[config.mk]
export PLATFORM = sky130hd
export DESIGN_NAME = ext_bus_hold_and_write_buffer_ctrl
export DESIGN_NICKNAME = d
export VERILOG_FILES = /design/src/common/ext_bus_pkg.sv /design/src/core/ext_bus_hold_and_write_buffer_ctrl.sv
export SDC_FILE = /design/constraint.sdc
export NUM_CORES = 1
export LEC_CHECK = 0
export ABC_CLOCK_PERIOD_IN_PS = 3550
export BUFFER_PORTS_ARGS = -buffer_cell sky130_fd_sc_hd__buf_4
export CORE_MARGIN = 8
export CORE_UTILIZATION = 25
export CTS_BUF_LIST = sky130_fd_sc_hd__clkbuf_8
export DETAILED_ROUTE_END_ITERATION = 10
export GPL_TIMING_DRIVEN = 0
export PLACE_DENSITY = 0.44
export SYNTH_ARGS = -nofsm -noshare
export SYNTH_HDL_FRONTEND = slang
export SYNTH_SLANG_ARGS = --single-unit
export TNS_END_PERCENT = 10
[constraint.sdc]
create_clock -name aclk -period 3.55 [get_ports aclk]
set_clock_uncertainty 0.1 [all_clocks]
set_input_delay 0.5325 -clock aclk [delete_from_list [all_inputs] [get_ports aclk]]
set_output_delay 0.5325 -clock aclk [all_outputs]
set_load 0.02 [all_outputs]
[src/common/ext_bus_pkg.sv]
// constants for the external bus hold and write queue control block
// What the document requires
// RQ1: status bit shows bus request pin level
// RQ2: inhibit while granted releases grant next cycle
// RQ3: reset clears grant inhibit bit
// RQ4: request low in reset floats bus, grants
// RQ5: core external access stalls while bus granted
// RQ6: inhibit zero grants request; one refuses it
// RQ7: outside master waits for grant, then releases
// RQ8: level field counts queued writes zero to three
// RQ9: clock disable bit stops clock; resets zero
// RQ10: halving bit divides clock; resets to one
// RQ11: bus cycles start on clock rising edge
// RQ12: halving changes come from internal code only
// RQ13: depth zero: write stalls until complete
// RQ14: depth one: second write waits for start
// RQ15: depth two: third write waits for start
// RQ16: depth three: fourth write waits for start
// RQ17: queued writes leave in acceptance order
// RQ18: read waits for all writes, then completes
// RQ19: full queue stalls any further access
// RQ20: change depth only while queue is empty
// RQ21: config writes need protected write unlock
// RQ22: status bit shows bus grant pin level
// RQ23: timing select: 000 undivided, 001 halved
package ext_bus_pkg;
    // register map, byte addresses on the AXI4-Lite port
    localparam logic [11:0] CFG_ADDR      = 12'h000;
    // field positions of external_interface_config
    localparam int          F_DEPTH_LSB   = 0;
    localparam int          F_HALVE       = 2;
    localparam int          F_CKDIS       = 3;
    localparam int          F_LEVEL_LSB   = 6;
    localparam int          F_INHIBIT     = 9;
    localparam int          F_REQ         = 10;
    localparam int          F_GRANT       = 11;
    localparam int          F_TSEL_LSB    = 16;
    // reset values
    localparam logic [2:0]  TSEL_RST      = 3'h1;
    localparam logic        HALVE_RST     = 1'h1;
    localparam logic        CKDIS_RST     = 1'h0;
    localparam logic        INHIBIT_RST   = 1'h0;
    localparam logic [1:0]  DEPTH_RST     = 2'h0;
    // timing clock select codes
    localparam logic [2:0]  TSEL_DIV1     = 3'h0;
    // axi response codes
    localparam logic [1:0]  RESP_OKAY     = 2'h0;
    localparam logic [1:0]  RESP_SLVERR   = 2'h2;
    // write queue storage
    localparam int          QUEUE_SLOTS   = 3;
    localparam logic [1:0]  LAST_SLOT     = 2'h2;
endpackage

[src/core/ext_bus_hold_and_write_buffer_ctrl.sv]
// external bus hold arbitration, posted write queue and bus clock control
`timescale 1ns/10ps
`default_nettype none
module ext_bus_hold_and_write_buffer_ctrl #(
    parameter int AW = 16,                        // external address width
    parameter int DW = 16                         // external data width
) (
    input  wire logic          aclk,              // system clock, 200 MHz
    input  wire logic          aresetn,           // device reset, sync low
    // axi4-lite register port
    input  wire logic [11:0]   s_axi_awaddr,
    input  wire logic          s_axi_awvalid,
    output logic               s_axi_awready,
    input  wire logic [31:0]   s_axi_wdata,
    input  wire logic [3:0]    s_axi_wstrb,
    input  wire logic          s_axi_wvalid,
    output logic               s_axi_wready,
    output logic [1:0]         s_axi_bresp,
    output logic               s_axi_bvalid,
    input  wire logic          s_axi_bready,
    input  wire logic [11:0]   s_axi_araddr,
    input  wire logic          s_axi_arvalid,
    output logic               s_axi_arready,
    output logic [31:0]        s_axi_rdata,
    output logic [1:0]         s_axi_rresp,
    output logic               s_axi_rvalid,
    input  wire logic          s_axi_rready,
    input  wire logic          protected_write_unlock, // register write unlock
    // cpu side access port
    input  wire logic          cpu_req,           // held until cpu_ready
    input  wire logic          cpu_we,
    input  wire logic [AW-1:0] cpu_addr,
    input  wire logic [DW-1:0] cpu_wdata,
    output logic               cpu_ready,         // low = stall
    output logic [DW-1:0]      cpu_rdata,
    // bus cycle engine port
    output logic               ext_start,         // one cycle, cycle begins
    output logic               ext_we,
    output logic [AW-1:0]      ext_addr,
    output logic [DW-1:0]      ext_wdata,
    input  wire logic          ext_done,          // one cycle, cycle ends
    input  wire logic [DW-1:0] ext_rdata,
    // pins
    input  wire logic          bus_request_n,     // outside master request
    output logic               bus_grant_n,       // grant to outside master
    output logic               bus_hiz,           // bus and strobes floated
    output logic               ext_bus_clock_out,
    output logic               timing_clock       // timing tick, one cycle
);
    // cpu side sequencing
    typedef enum logic [1:0] {
        C_IDLE  = 2'b00,                          // nothing outstanding
        C_WWAIT = 2'b01,                          // unposted write in flight
        C_RD    = 2'b10,                          // read waiting or running
        C_RDONE = 2'b11                           // read data captured
    } cpu_st_t;

    // whole state of the block
    typedef struct packed {
        logic                          rq_s1;     // request sync stages
        logic                          rq_s2;
        logic                          rq_s3;
        logic                          rq_lvl;    // filtered request level
        logic                          grant;     // 1 = outside master owns bus
        logic                          inhibit;
        logic                          ckdis;
        logic                          halve;
        logic [2:0]                    tsel;
        logic [1:0]                    depth;
        logic                          tcnt;      // timing divider phase
        logic                          hcnt;      // halving phase
        logic                          xclk;      // bus clock level
        logic [2:0][AW-1:0]            qaddr;     // write queue slots
        logic [2:0][DW-1:0]            qdata;
        logic [1:0]                    qhead;
        logic [1:0]                    qcnt;
        cpu_st_t                       cst;
        logic                          e_busy;    // bus cycle running
        logic                          e_rd;
        logic                          start;
        logic                          we;
        logic [AW-1:0]                 addr;
        logic [DW-1:0]                 wdata;
        logic [DW-1:0]                 rdata;
        logic                          aw_got;    // axi write halves held
        logic [11:0]                   aw_addr;
        logic                          w_got;
        logic [31:0]                   w_data;
        logic [3:0]                    w_strb;
        logic                          bvalid;
        logic [1:0]                    bresp;
        logic                          rvalid;
        logic [1:0]                    rresp;
        logic [31:0]                   rd_word;
    } state_t;

    state_t s_q;                                  // registered state
    state_t s_d;                                  // next state
    logic   tick;                                 // timing clock tick
    logic   rise;                                 // bus clock rising now
    logic   do_start;                             // bus cycle begins
    logic   push;                                 // cpu write enters queue
    logic   full;                                 // queue at its depth
    logic   cfg_fire;                             // register write taken
    logic [31:0] cfg_word;                        // readable config word
    logic [31:0] new_word;                        // merged write value
    logic [1:0]  tail;                            // free slot index

    // queue slot index wrap, used for tail and head advance
    function automatic logic [1:0] slot_add(input logic [1:0] a, input logic [1:0] b);
        logic [2:0] s;
        s = {1'b0, a} + {1'b0, b};
        if (s > {1'b0, ext_bus_pkg::LAST_SLOT}) begin
            s = s - 3'(ext_bus_pkg::QUEUE_SLOTS);
        end
        return s[1:0];
    endfunction

    // readable view of the config register
    always_comb begin
        cfg_word = 32'h0000_0000;
        cfg_word[ext_bus_pkg::F_TSEL_LSB +: 3]  = s_q.tsel;
        cfg_word[ext_bus_pkg::F_GRANT]          = bus_grant_n; // RQ22
        cfg_word[ext_bus_pkg::F_REQ]            = s_q.rq_lvl;  // RQ1
        cfg_word[ext_bus_pkg::F_INHIBIT]        = s_q.inhibit;
        cfg_word[ext_bus_pkg::F_LEVEL_LSB +: 2] = s_q.qcnt;    // RQ8
        cfg_word[ext_bus_pkg::F_CKDIS]          = s_q.ckdis;
        cfg_word[ext_bus_pkg::F_HALVE]          = s_q.halve;
        cfg_word[ext_bus_pkg::F_DEPTH_LSB +: 2] = s_q.depth;
    end

    // next state
    always_comb begin
        s_d = s_q;
        // request pin: three stages, level moves once stages two and three agree
        s_d.rq_s1 = bus_request_n;
        s_d.rq_s2 = s_q.rq_s1;
        s_d.rq_s3 = s_q.rq_s2;
        if (s_q.rq_s2 == s_q.rq_s3) begin
            s_d.rq_lvl = s_q.rq_s3;                            // RQ1
        end

        // timing clock from system clock
        tick = (s_q.tsel == ext_bus_pkg::TSEL_DIV1) || s_q.tcnt; // RQ23
        s_d.tcnt = ~s_q.tcnt;
        // bus clock toggles each tick, or every other tick when halved
        rise = 1'b0;
        if (tick) begin
            s_d.hcnt = ~s_q.hcnt;
            if (!s_q.halve || s_q.hcnt) begin                  // RQ10
                s_d.xclk = ~s_q.xclk;
                rise     = ~s_q.xclk;
            end
        end

        // queue fill state; depth zero still uses one slot
        full = (s_q.depth == 2'h0) ? (s_q.qcnt != 2'h0)
                                   : (s_q.qcnt >= s_q.depth);  // RQ19
        tail = slot_add(s_q.qhead, s_q.qcnt);

        // bus engine: writes drain first, reads only on an empty queue
        do_start = !s_q.e_busy && rise && !s_q.grant &&
                   ((s_q.qcnt != 2'h0) || (s_q.cst == C_RD)); // RQ11 RQ18 RQ5
        s_d.start = do_start;
        if (do_start) begin
            s_d.e_busy = 1'b1;
            if (s_q.qcnt != 2'h0) begin
                // oldest entry leaves first
                s_d.e_rd  = 1'b0;                              // RQ17
                s_d.we    = 1'b1;
                s_d.addr  = s_q.qaddr[s_q.qhead];
                s_d.wdata = s_q.qdata[s_q.qhead];
                s_d.qhead = slot_add(s_q.qhead, 2'h1);
            end else begin
                s_d.e_rd  = 1'b1;
                s_d.we    = 1'b0;
                s_d.addr  = cpu_addr;
            end
        end else if (s_q.e_busy && ext_done) begin
            s_d.e_busy = 1'b0;
        end

        // cpu side; no access is taken while the outside master is granted the bus
        cpu_ready = 1'b0;
        push      = 1'b0;
        case (s_q.cst)
            C_IDLE: begin
                if (cpu_req && !s_q.grant && !full) begin      // RQ5 RQ19
                    if (cpu_we) begin
                        push = 1'b1;
                        if (s_q.depth == 2'h0) begin
                            s_d.cst = C_WWAIT;                 // RQ13
                        end else begin
                            cpu_ready = 1'b1;                  // RQ14 RQ15 RQ16
                        end
                    end else begin
                        s_d.cst = C_RD;                        // RQ18
                    end
                end
            end
            C_WWAIT: begin
                // released when the single write has finished on the bus
                if (s_q.e_busy && ext_done && !s_q.e_rd && s_q.qcnt == 2'h0) begin
                    cpu_ready = 1'b1;                          // RQ13
                    s_d.cst   = C_IDLE;
                end
            end
            C_RD: begin
                if (s_q.e_busy && s_q.e_rd && ext_done) begin
                    s_d.rdata = ext_rdata;
                    s_d.cst   = C_RDONE;
                end
            end
            C_RDONE: begin
                cpu_ready = 1'b1;                              // RQ18
                s_d.cst   = C_IDLE;
            end
            default: begin
                s_d.cst = C_IDLE;
            end
        endcase
        if (push) begin
            s_d.qaddr[tail] = cpu_addr;
            s_d.qdata[tail] = cpu_wdata;
        end
        s_d.qcnt = s_q.qcnt + {1'b0, push} - {1'b0, do_start && s_q.qcnt != 2'h0};

        // hold arbitration: grant only between bus cycles, drop as soon as inhibited
        s_d.grant = !s_q.rq_lvl && !s_q.inhibit &&
                    (s_q.grant || (!s_q.e_busy && !do_start)); // RQ6 RQ2

        // axi write address and data, taken in either order
        cfg_fire = s_q.aw_got && s_q.w_got && !s_q.bvalid;
        if (s_axi_awvalid && s_axi_awready) begin
            s_d.aw_got  = 1'b1;
            s_d.aw_addr = s_axi_awaddr;
        end
        if (s_axi_wvalid && s_axi_wready) begin
            s_d.w_got  = 1'b1;
            s_d.w_data = s_axi_wdata;
            s_d.w_strb = s_axi_wstrb;
        end
        for (int i = 0; i < 4; i++) begin
            new_word[i*8 +: 8] = s_q.w_strb[i] ? s_q.w_data[i*8 +: 8] : cfg_word[i*8 +: 8];
        end
        if (cfg_fire) begin
            s_d.aw_got = 1'b0;
            s_d.w_got  = 1'b0;
            s_d.bvalid = 1'b1;
            if (s_q.aw_addr[11:2] != ext_bus_pkg::CFG_ADDR[11:2]) begin
                s_d.bresp = ext_bus_pkg::RESP_SLVERR;
            end else begin
                s_d.bresp = ext_bus_pkg::RESP_OKAY;
                // locked writes answer okay but change nothing
                if (protected_write_unlock) begin              // RQ21
                    s_d.tsel    = new_word[ext_bus_pkg::F_TSEL_LSB +: 3];
                    s_d.inhibit = new_word[ext_bus_pkg::F_INHIBIT];
                    s_d.ckdis   = new_word[ext_bus_pkg::F_CKDIS];
                    s_d.halve   = new_word[ext_bus_pkg::F_HALVE];
                    s_d.depth   = new_word[ext_bus_pkg::F_DEPTH_LSB +: 2];
                end
            end
        end
        if (s_q.bvalid && s_axi_bready) begin
            s_d.bvalid = 1'b0;
        end
        // axi read, one at a time
        if (s_axi_arvalid && !s_q.rvalid) begin
            s_d.rvalid = 1'b1;
            if (s_axi_araddr[11:2] != ext_bus_pkg::CFG_ADDR[11:2]) begin
                s_d.rresp   = ext_bus_pkg::RESP_SLVERR;
                s_d.rd_word = 32'h0000_0000;
            end else begin
                s_d.rresp   = ext_bus_pkg::RESP_OKAY;
                s_d.rd_word = cfg_word;
            end
        end else if (s_q.rvalid && s_axi_rready) begin
            s_d.rvalid = 1'b0;
        end
    end

    // state register; reset leaves the bus to the outside master only if it requests
    always_ff @(posedge aclk) begin
        if (!aresetn) begin
            s_q         <= '0;
            s_q.rq_s1   <= 1'b1;
            s_q.rq_s2   <= 1'b1;
            s_q.rq_s3   <= 1'b1;
            s_q.rq_lvl  <= 1'b1;
            s_q.inhibit <= ext_bus_pkg::INHIBIT_RST;           // RQ3
            s_q.ckdis   <= ext_bus_pkg::CKDIS_RST;             // RQ9
            s_q.halve   <= ext_bus_pkg::HALVE_RST;             // RQ10
            s_q.tsel    <= ext_bus_pkg::TSEL_RST;              // RQ23
            s_q.depth   <= ext_bus_pkg::DEPTH_RST;             // RQ13
            s_q.cst     <= C_IDLE;
        end else begin
            s_q <= s_d;
        end
    end

    // outputs; in reset the pin follows the request directly
    assign bus_grant_n       = aresetn ? !s_q.grant : bus_request_n; // RQ4 RQ6
    assign bus_hiz           = aresetn ? s_q.grant : !bus_request_n; // RQ4 RQ2
    assign ext_bus_clock_out = s_q.xclk && !s_q.ckdis;          // RQ9
    assign timing_clock      = tick;
    assign ext_start         = s_q.start;
    assign ext_we            = s_q.we;
    assign ext_addr          = s_q.addr;
    assign ext_wdata         = s_q.wdata;
    assign cpu_rdata         = s_q.rdata;
    assign s_axi_awready     = !s_q.aw_got && !s_q.bvalid;
    assign s_axi_wready      = !s_q.w_got && !s_q.bvalid;
    assign s_axi_bvalid      = s_q.bvalid;
    assign s_axi_bresp       = s_q.bresp;
    assign s_axi_arready     = !s_q.rvalid;
    assign s_axi_rvalid      = s_q.rvalid;
    assign s_axi_rresp       = s_q.rresp;
    assign s_axi_rdata       = s_q.rd_word;
endmodule
`default_nettype wire

==> Word level (Yosys, flattened, before mapping) <==
Cells that the tools add are included.
{ "totals": {"register_bits": 244, "latchBits": 0, "ram_bits": 0, "romBits": 0, "in_bits": 120, "out_inout_bits": 96, "wordCells": 162, "n_memories": 0} }
{ "classes": {"n_addsub": 6, "n_mul": 0, "div_mod_pow": 0, "order_cmp": 6, "n_eq_ne": 8, "shifts": 0, "n_mux": 37, "bitwise_logic": 5, "reduce_logical": 61} }
{ "op_table": {"columns": ["operator", "count"], "rows": [
  ["bitwise mux 48 bit", 2],
  ["binary-select mux 16 bit (select 2 bit)", 2],
  ["2-to-1 mux 16 bit", 3],
  ["2-to-1 mux 34 bit", 1],
  ["demux 16 bit (select 2 bit)", 1],
  ["logical AND 1 bit", 25],
  ["nonzero test 10 bit", 2],
  ["2-to-1 mux 1 bit", 17],
  ["2-to-1 mux 17 bit", 1],
  ["2-to-1 mux 2 bit", 8],
  ["AND reduction 4 bit", 4],
  ["zero test 1 bit", 14],
  ["case mux 2 bit (4 select lines)", 1],
  ["> comparator 3 x 2 -> 1 bit, second input constant", 2],
  ["zero test 2 bit", 3],
  ["< comparator 2 x 3 -> 1 bit, second input constant", 2],
  ["AND reduction 2 bit", 3],
  ["nonzero test 2 bit", 3],
  ["inverter 1 bit", 5],
  ["== test 2 bit, second input constant", 2],
  ["logical OR 1 bit", 4],
  ["!= test 2 bit, second input constant", 2],
  ["OR reduction 2 bit", 2],
  ["subtractor 2 bit, second input constant", 2],
  ["12 further kinds", 12]
]} }

==> Longest topological paths before layout <==
{ "depth": {"word_depth": 11, "depth_mapped": 10, "depth_no_buf": 9} }

==> Worst setup path before layout <==
OpenSTA, ideal clock, no wires.
{ "synth_timing": {"kind": "register -> register", "from": "reg s_q, in the netlist cfg_word[6]", "to": "reg s_q[152] (netlist name)", "setup_time_ns": 0.128, "t_arrival_ns": 2.615, "required_ns": 3.322, "path_slack_ns": 0.708, "path_stages_with_launch": 10, "path_buffers": 1, "synth_period_minus_slack_ns": 2.842, "cell_sequence": "dfxtp_1 -> ha_1 -> fa_1 -> ha_1 -> nor2b_4 -> or3_4 -> a2111oi_4 -> buf_6 -> mux2i_1 -> nor2_1"} }
{ "synth_via": {"elab_chain_len": 8, "elab_cells_between_ends": 17, "cone_classes": "2 x add/sub; 4 x order compare; 7 x mux; 4 x reduce/logical"} }
{ "synth_rtl": {"columns": ["item", "line", "rtl"], "rows": [
  ["start, declared", "ext_bus_hold_and_write_buffer_ctrl.sv:97", "state_t s_q;"],
  ["adder 2 x 2 -> 3 bit", "ext_bus_hold_and_write_buffer_ctrl.sv:112", "s = {1'b0, a} + {1'b0, b};"],
  ["> comparator 3 x 2 -> 1 bit or subtractor 2 bit (tied branches)", "ext_bus_hold_and_write_buffer_ctrl.sv:113, ext_bus_hold_and_write_buffer_ctrl.sv:114", null],
  ["2-to-1 mux 2 bit", "ext_bus_hold_and_write_buffer_ctrl.sv:113", "if (s > {1'b0, ext_bus_pkg::LAST_SLOT}) begin"],
  ["< comparator 2 x 3 -> 1 bit (implied by the code) or greater-or-equal comparator 2 x 1 -> 1 bit (tied branches)", "ext_bus_hold_and_write_buffer_ctrl.sv:224", "s_d.qdata[tail] = cpu_wdata;"],
  ["logical AND 1 bit (implied by the code)", "ext_bus_hold_and_write_buffer_ctrl.sv:224", null],
  ["2-to-1 mux 16 bit (implied by the code)", "ext_bus_hold_and_write_buffer_ctrl.sv:224", null],
  ["demux 16 bit (select 2 bit)", "ext_bus_hold_and_write_buffer_ctrl.sv:224", null],
  ["bitwise mux 48 bit", "ext_bus_hold_and_write_buffer_ctrl.sv:224", null]
]} }
Parallel ways exist; a longest one is shown, timed or not.
A chain may end at the register's enable or synchronous reset.

==> Worst setup path after layout <==
{ "layout_timing": {"from": "reg s_q, in the netlist cfg_word[6]", "to": "reg s_q[205] (netlist name)"} }
{ "layout_via": {"elab_chain_len": 8, "elab_cells_between_ends": 17, "cone_classes": "2 x add/sub; 4 x order compare; 7 x mux; 4 x reduce/logical"} }
{ "layout_rtl": {"columns": ["item", "line", "rtl"], "rows": [
  ["adder 2 x 2 -> 3 bit", "ext_bus_hold_and_write_buffer_ctrl.sv:112", null],
  ["> comparator 3 x 2 -> 1 bit or subtractor 2 bit (tied branches)", "ext_bus_hold_and_write_buffer_ctrl.sv:113, ext_bus_hold_and_write_buffer_ctrl.sv:114", null],
  ["2-to-1 mux 2 bit", "ext_bus_hold_and_write_buffer_ctrl.sv:113", null],
  ["< comparator 2 x 3 -> 1 bit (implied by the code) or greater-or-equal comparator 2 x 1 -> 1 bit (tied branches)", "ext_bus_hold_and_write_buffer_ctrl.sv:223", "s_d.qaddr[tail] = cpu_addr;"],
  ["logical AND 1 bit (implied by the code)", "ext_bus_hold_and_write_buffer_ctrl.sv:223", null],
  ["2-to-1 mux 16 bit (implied by the code)", "ext_bus_hold_and_write_buffer_ctrl.sv:223", null],
  ["demux 16 bit (select 2 bit)", "ext_bus_hold_and_write_buffer_ctrl.sv:223", null],
  ["bitwise mux 48 bit", "ext_bus_hold_and_write_buffer_ctrl.sv:223", null]
]} }
Parallel ways exist; a longest one is shown, timed or not.

==> results by group <==
Outcome
  – Outcome: complete, no violations

Pwr
  – P per Cell Area: ~470 mW/mm^2
  – Lkg Pwr: between 5 and 6 nW
  – VDD IR max: between 0.2 and 0.25 mV
  – Design Power: around 5.6 mW

Global route
  – Initial antenna violation count: 1
  – Global Route Usage Sum: between 10% and 20%
  – Pin count of the biggest net entering global routing: 11
  – Number of global-route vias before repair: approximately 8100
  – First-pass GRT wire length: approximately 46 mm
  – Overflow after GRT: 0

Timing
  – Max-slew violations: 0
  – F_max: roughly 0.31 GHz
  – Post-route setup TNS: 0 ps
  – Hold Violations, Final: 0
  – Slew @ Worst Pin: about 850 ps
  – Minimum clock period: roughly 3200 ps
  – Period utilization: about nine tenths
  – RSZ-0062 raised after global routing: false
  – Min Hold Slack: about 80 ps
  – Slew HR: a little over two fifths
  – Final setup viols: 0

Critical path
  – Critical Path Source Type: flop
  – CP max FO: 10
  – Crit. Startpoint: cfg_word[6]$_SDFF_PN0_
  – R2R cell count: 9
  – Critical path class: reg -> reg
  – Data required time of the worst path: between 3000 and 4000 ps
  – Register-to-register path setup slack: 360 ps
  – CP Capture Type: flop
  – Critical Path AT: ~3500 ps
  – Launching point of the worst reg2reg path: cfg_word[6]$_SDFF_PN0_
  – Setup crit end: s_q[205]$_SDFFE_PN0P_
  – Reg-to-reg endpoint: s_q[205]$_SDFFE_PN0P_

Floorplanning
  – Die area: ~0.043 mm^2
  – Starting Density: between 20% and 30%
  – IO Pins: roughly 220
  – Core ar.: 0.0364 mm^2
  – Row cnt: 70
  – Die X: just over 200 um
  – Die Ht: approximately 210 um

Detailed routing
  – Detailed Route Iter0 Violations: between 300 and 400
  – Via count: 7707
  – DR vias/cell: ~4.4
  – Final ANT Viol Nets: 0
  – DRT Pass-1 Iters: 4
  – Wirelength, routed: ~30 mm
  – DRC: 0
  – Avg WL per Cell: 16.9 um

Finish
  – Multi-input gate area: approximately 0.004 mm^2
  – Post-route cell area: around 0.012 mm^2
  – Area Growth Syn to Fin: 29.3%
  – # nets final: between 1000 and 1500
  – Diodes inserted: 0
  – Fillcell total: around 3900
  – Layout cells sized above 1: between 20 and 30%
  – Fin util: around a third
  – Reg area: roughly 0.0042 mm^2

Synthesis
  – Number of synthesized flops with an enable pin: 0
  – Synthesized cell area: 0.00920 mm^2
  – Post-synthesis compound-gate area fraction: 11.2%
  – Post-synth top area cell: dfxtp_1
  – Post-synthesis mux area share: between 10% and 20%
  – Adder-Cell Fraction of Synth Area: a little over 1%
  – Synth Flop Type: dfxtp_1
  – Warning count from the yosys run: 0
  – Post-Synth Simple-Gate Area: 16.9%
  – Asr flop ratio synth: 0%
  – Synth unique cells: 49
  – Post-synthesis sequential element count: roughly 210
  – Syn Inst Count: 1039
  – Post-synthesis xor/xnor area fraction: 0.381%
  – Largest family of logic cells by synthesized area: simple AND/OR/NAND/NOR gates
  – Seq/Total Area, Yosys: 45.5%
  – Synth Area per Inst: between 8 and 9 um^2
  – Synth top area share: a little under half
  – Largest cells by area after synthesis: dfxtp_1 (45%), mux2i_1 (12%), nand2_1 (8.0%)

Place
  – Detailed placement HPWL: about 22 mm
  – # port buffers: approximately 160
  – Post-placement cell area: roughly 0.011 mm^2
  – Gpl congestion: 0.739

Min path
  – Hold Crit Class: in -> reg

CTS
  – Hold_buf cts: 0
  – Max Buffers Root-to-Sink: 3
  – Worst-path clk slew: 50 ps
  – Setup bufs post-CTS: 0
  – Skew-Pair Late Insertion Delay: between 500 and 600 ps
  – Sink Count: around 210
  – Cts repair resizes: 0
  – CTS Root Cell: clkbuf_8
  – CTS buffer count: 41
  – CTS tree: yes
  – H-Tree Depth: 2

Flow run
  – Max cap viols: 0
routing by layer:
metal	vias up	global-route usage (%)	routed length, um
met3	46	3.99	2020
met1	3573	17.6	14300
met5	-	0	13
li1	3888	-	-
met4	2	3.65	549
met2	198	21.2	12900
worst max-delay path, stage by stage, from the launching register on:
cell and delay, ps:
dfxtp_1 380, ha_1 230, fa_1 540, ha_1 220, nor2b_4 50, or3_4 340
a2111oi_4 640, buf_6 290, mux2i_1 210, nor2_1 50
how the worst min path moves through the flow:
stage                        start             endpoint  slack [ps]  cells past startpoint
3_3_place_gp   s_d[256]$_SDFF_PN1_  s_d[255]$_SDFF_PN1_         290                      1
6_report             bus_request_n  s_d[256]$_SDFF_PN1_          80                      3
4_1_cts              bus_request_n  s_d[256]$_SDFF_PN1_          50                      3
5_1_grt              bus_request_n  s_d[256]$_SDFF_PN1_          80                      3
3_5_place_dp   s_d[256]$_SDFF_PN1_  s_d[255]$_SDFF_PN1_         290                      1
2_1_floorplan  s_d[256]$_SDFF_PN1_  s_d[255]$_SDFF_PN1_         290                      1
metrics by stage:
step | setup WS [ps] | std cells
global placement | 403 | 1691
global route | 153 | 1763
finish | 358 | 1763
detailed placement | 354 | 1691
floorplan | 708 | 1060
CTS | 354 | 1763
power by group:
group / switching [mW] / internal, mW / total, mW / leakage, nW
Sequential: 0.0505 / 2.43 / 2.48 / 1.69
Combinational: 0.415 / 0.316 / 0.731 / 3.21
Clock: 1.06 / 1.34 / 2.40 / 0.476
Total: 1.52 / 4.09 / 5.61 / 5.38
registers in the layout, indices dropped and copies added, names as in the netlist, 2 cells and up:
signal / flops
cpu_rdata: 16
s_q: 130
s_d: 2
cfg_word: 11
s_axi_rdata: 12
ext_wdata: 16
ext_addr: 16
cell families (layout without fill, tap and decap cells):
logic type / Yosys count / count (layout)
AOI/OAI and AO/OA: 163 / 163
xor gates and xnor gates: 4 / 4
adders and majority gates: 7 / 7
buffers and inverters: 163 / 398
DFF: 209 / 209
muxes: 129 / 129
other: 1 / 22
and+or+nand+nor: 363 / 363
area by class of cell:
type                    count  area share [%]
inverters                  14           0.442
flip-flops and latches    209            35.2
well taps                 468            4.92
clock inverters            22            1.02
clock buffers              50            5.78
plain buffers             149            7.88
repair buffers            163            10.3
multi-input cells         688            34.5
cell usage in the layout (no fill, tap or decap), types with 4 or more instances in the layout:
cell and n:
buf_4 247, dfxtp_1 209, nand2_1 195, mux2i_1 114, nor2_1 97, a21oi_1 63
clkbuf_8 50, clkbuf_1 45, o21ai_0 29, inv_1 27, nand3_1 24, conb_1 22
o22ai_1 18, a211oi_1 16, mux2_2 15, a221o_1 15, buf_2 14, a22oi_1 12
nor3_1 8, buf_6 6, nand2b_1 6, ha_1 6, clkinv_2 6, nor2b_1 5
or2_2 4, nor4_1 4
synthesized netlist by cell type, types with 8 or more instances:
library cell and number:
nand2_1 195, nor2_1 97, a21oi_1 63, nor3_1 8
inv_1 13, a22oi_1 12, clkbuf_1 45, a221o_1 15
mux2_2 15, mux2i_1 114, a211oi_1 16, dfxtp_1 209
nand3_1 24, buf_2 14, buf_4 84, o21ai_0 29
o22ai_1 18
Power figures use the tool's default switching activity.
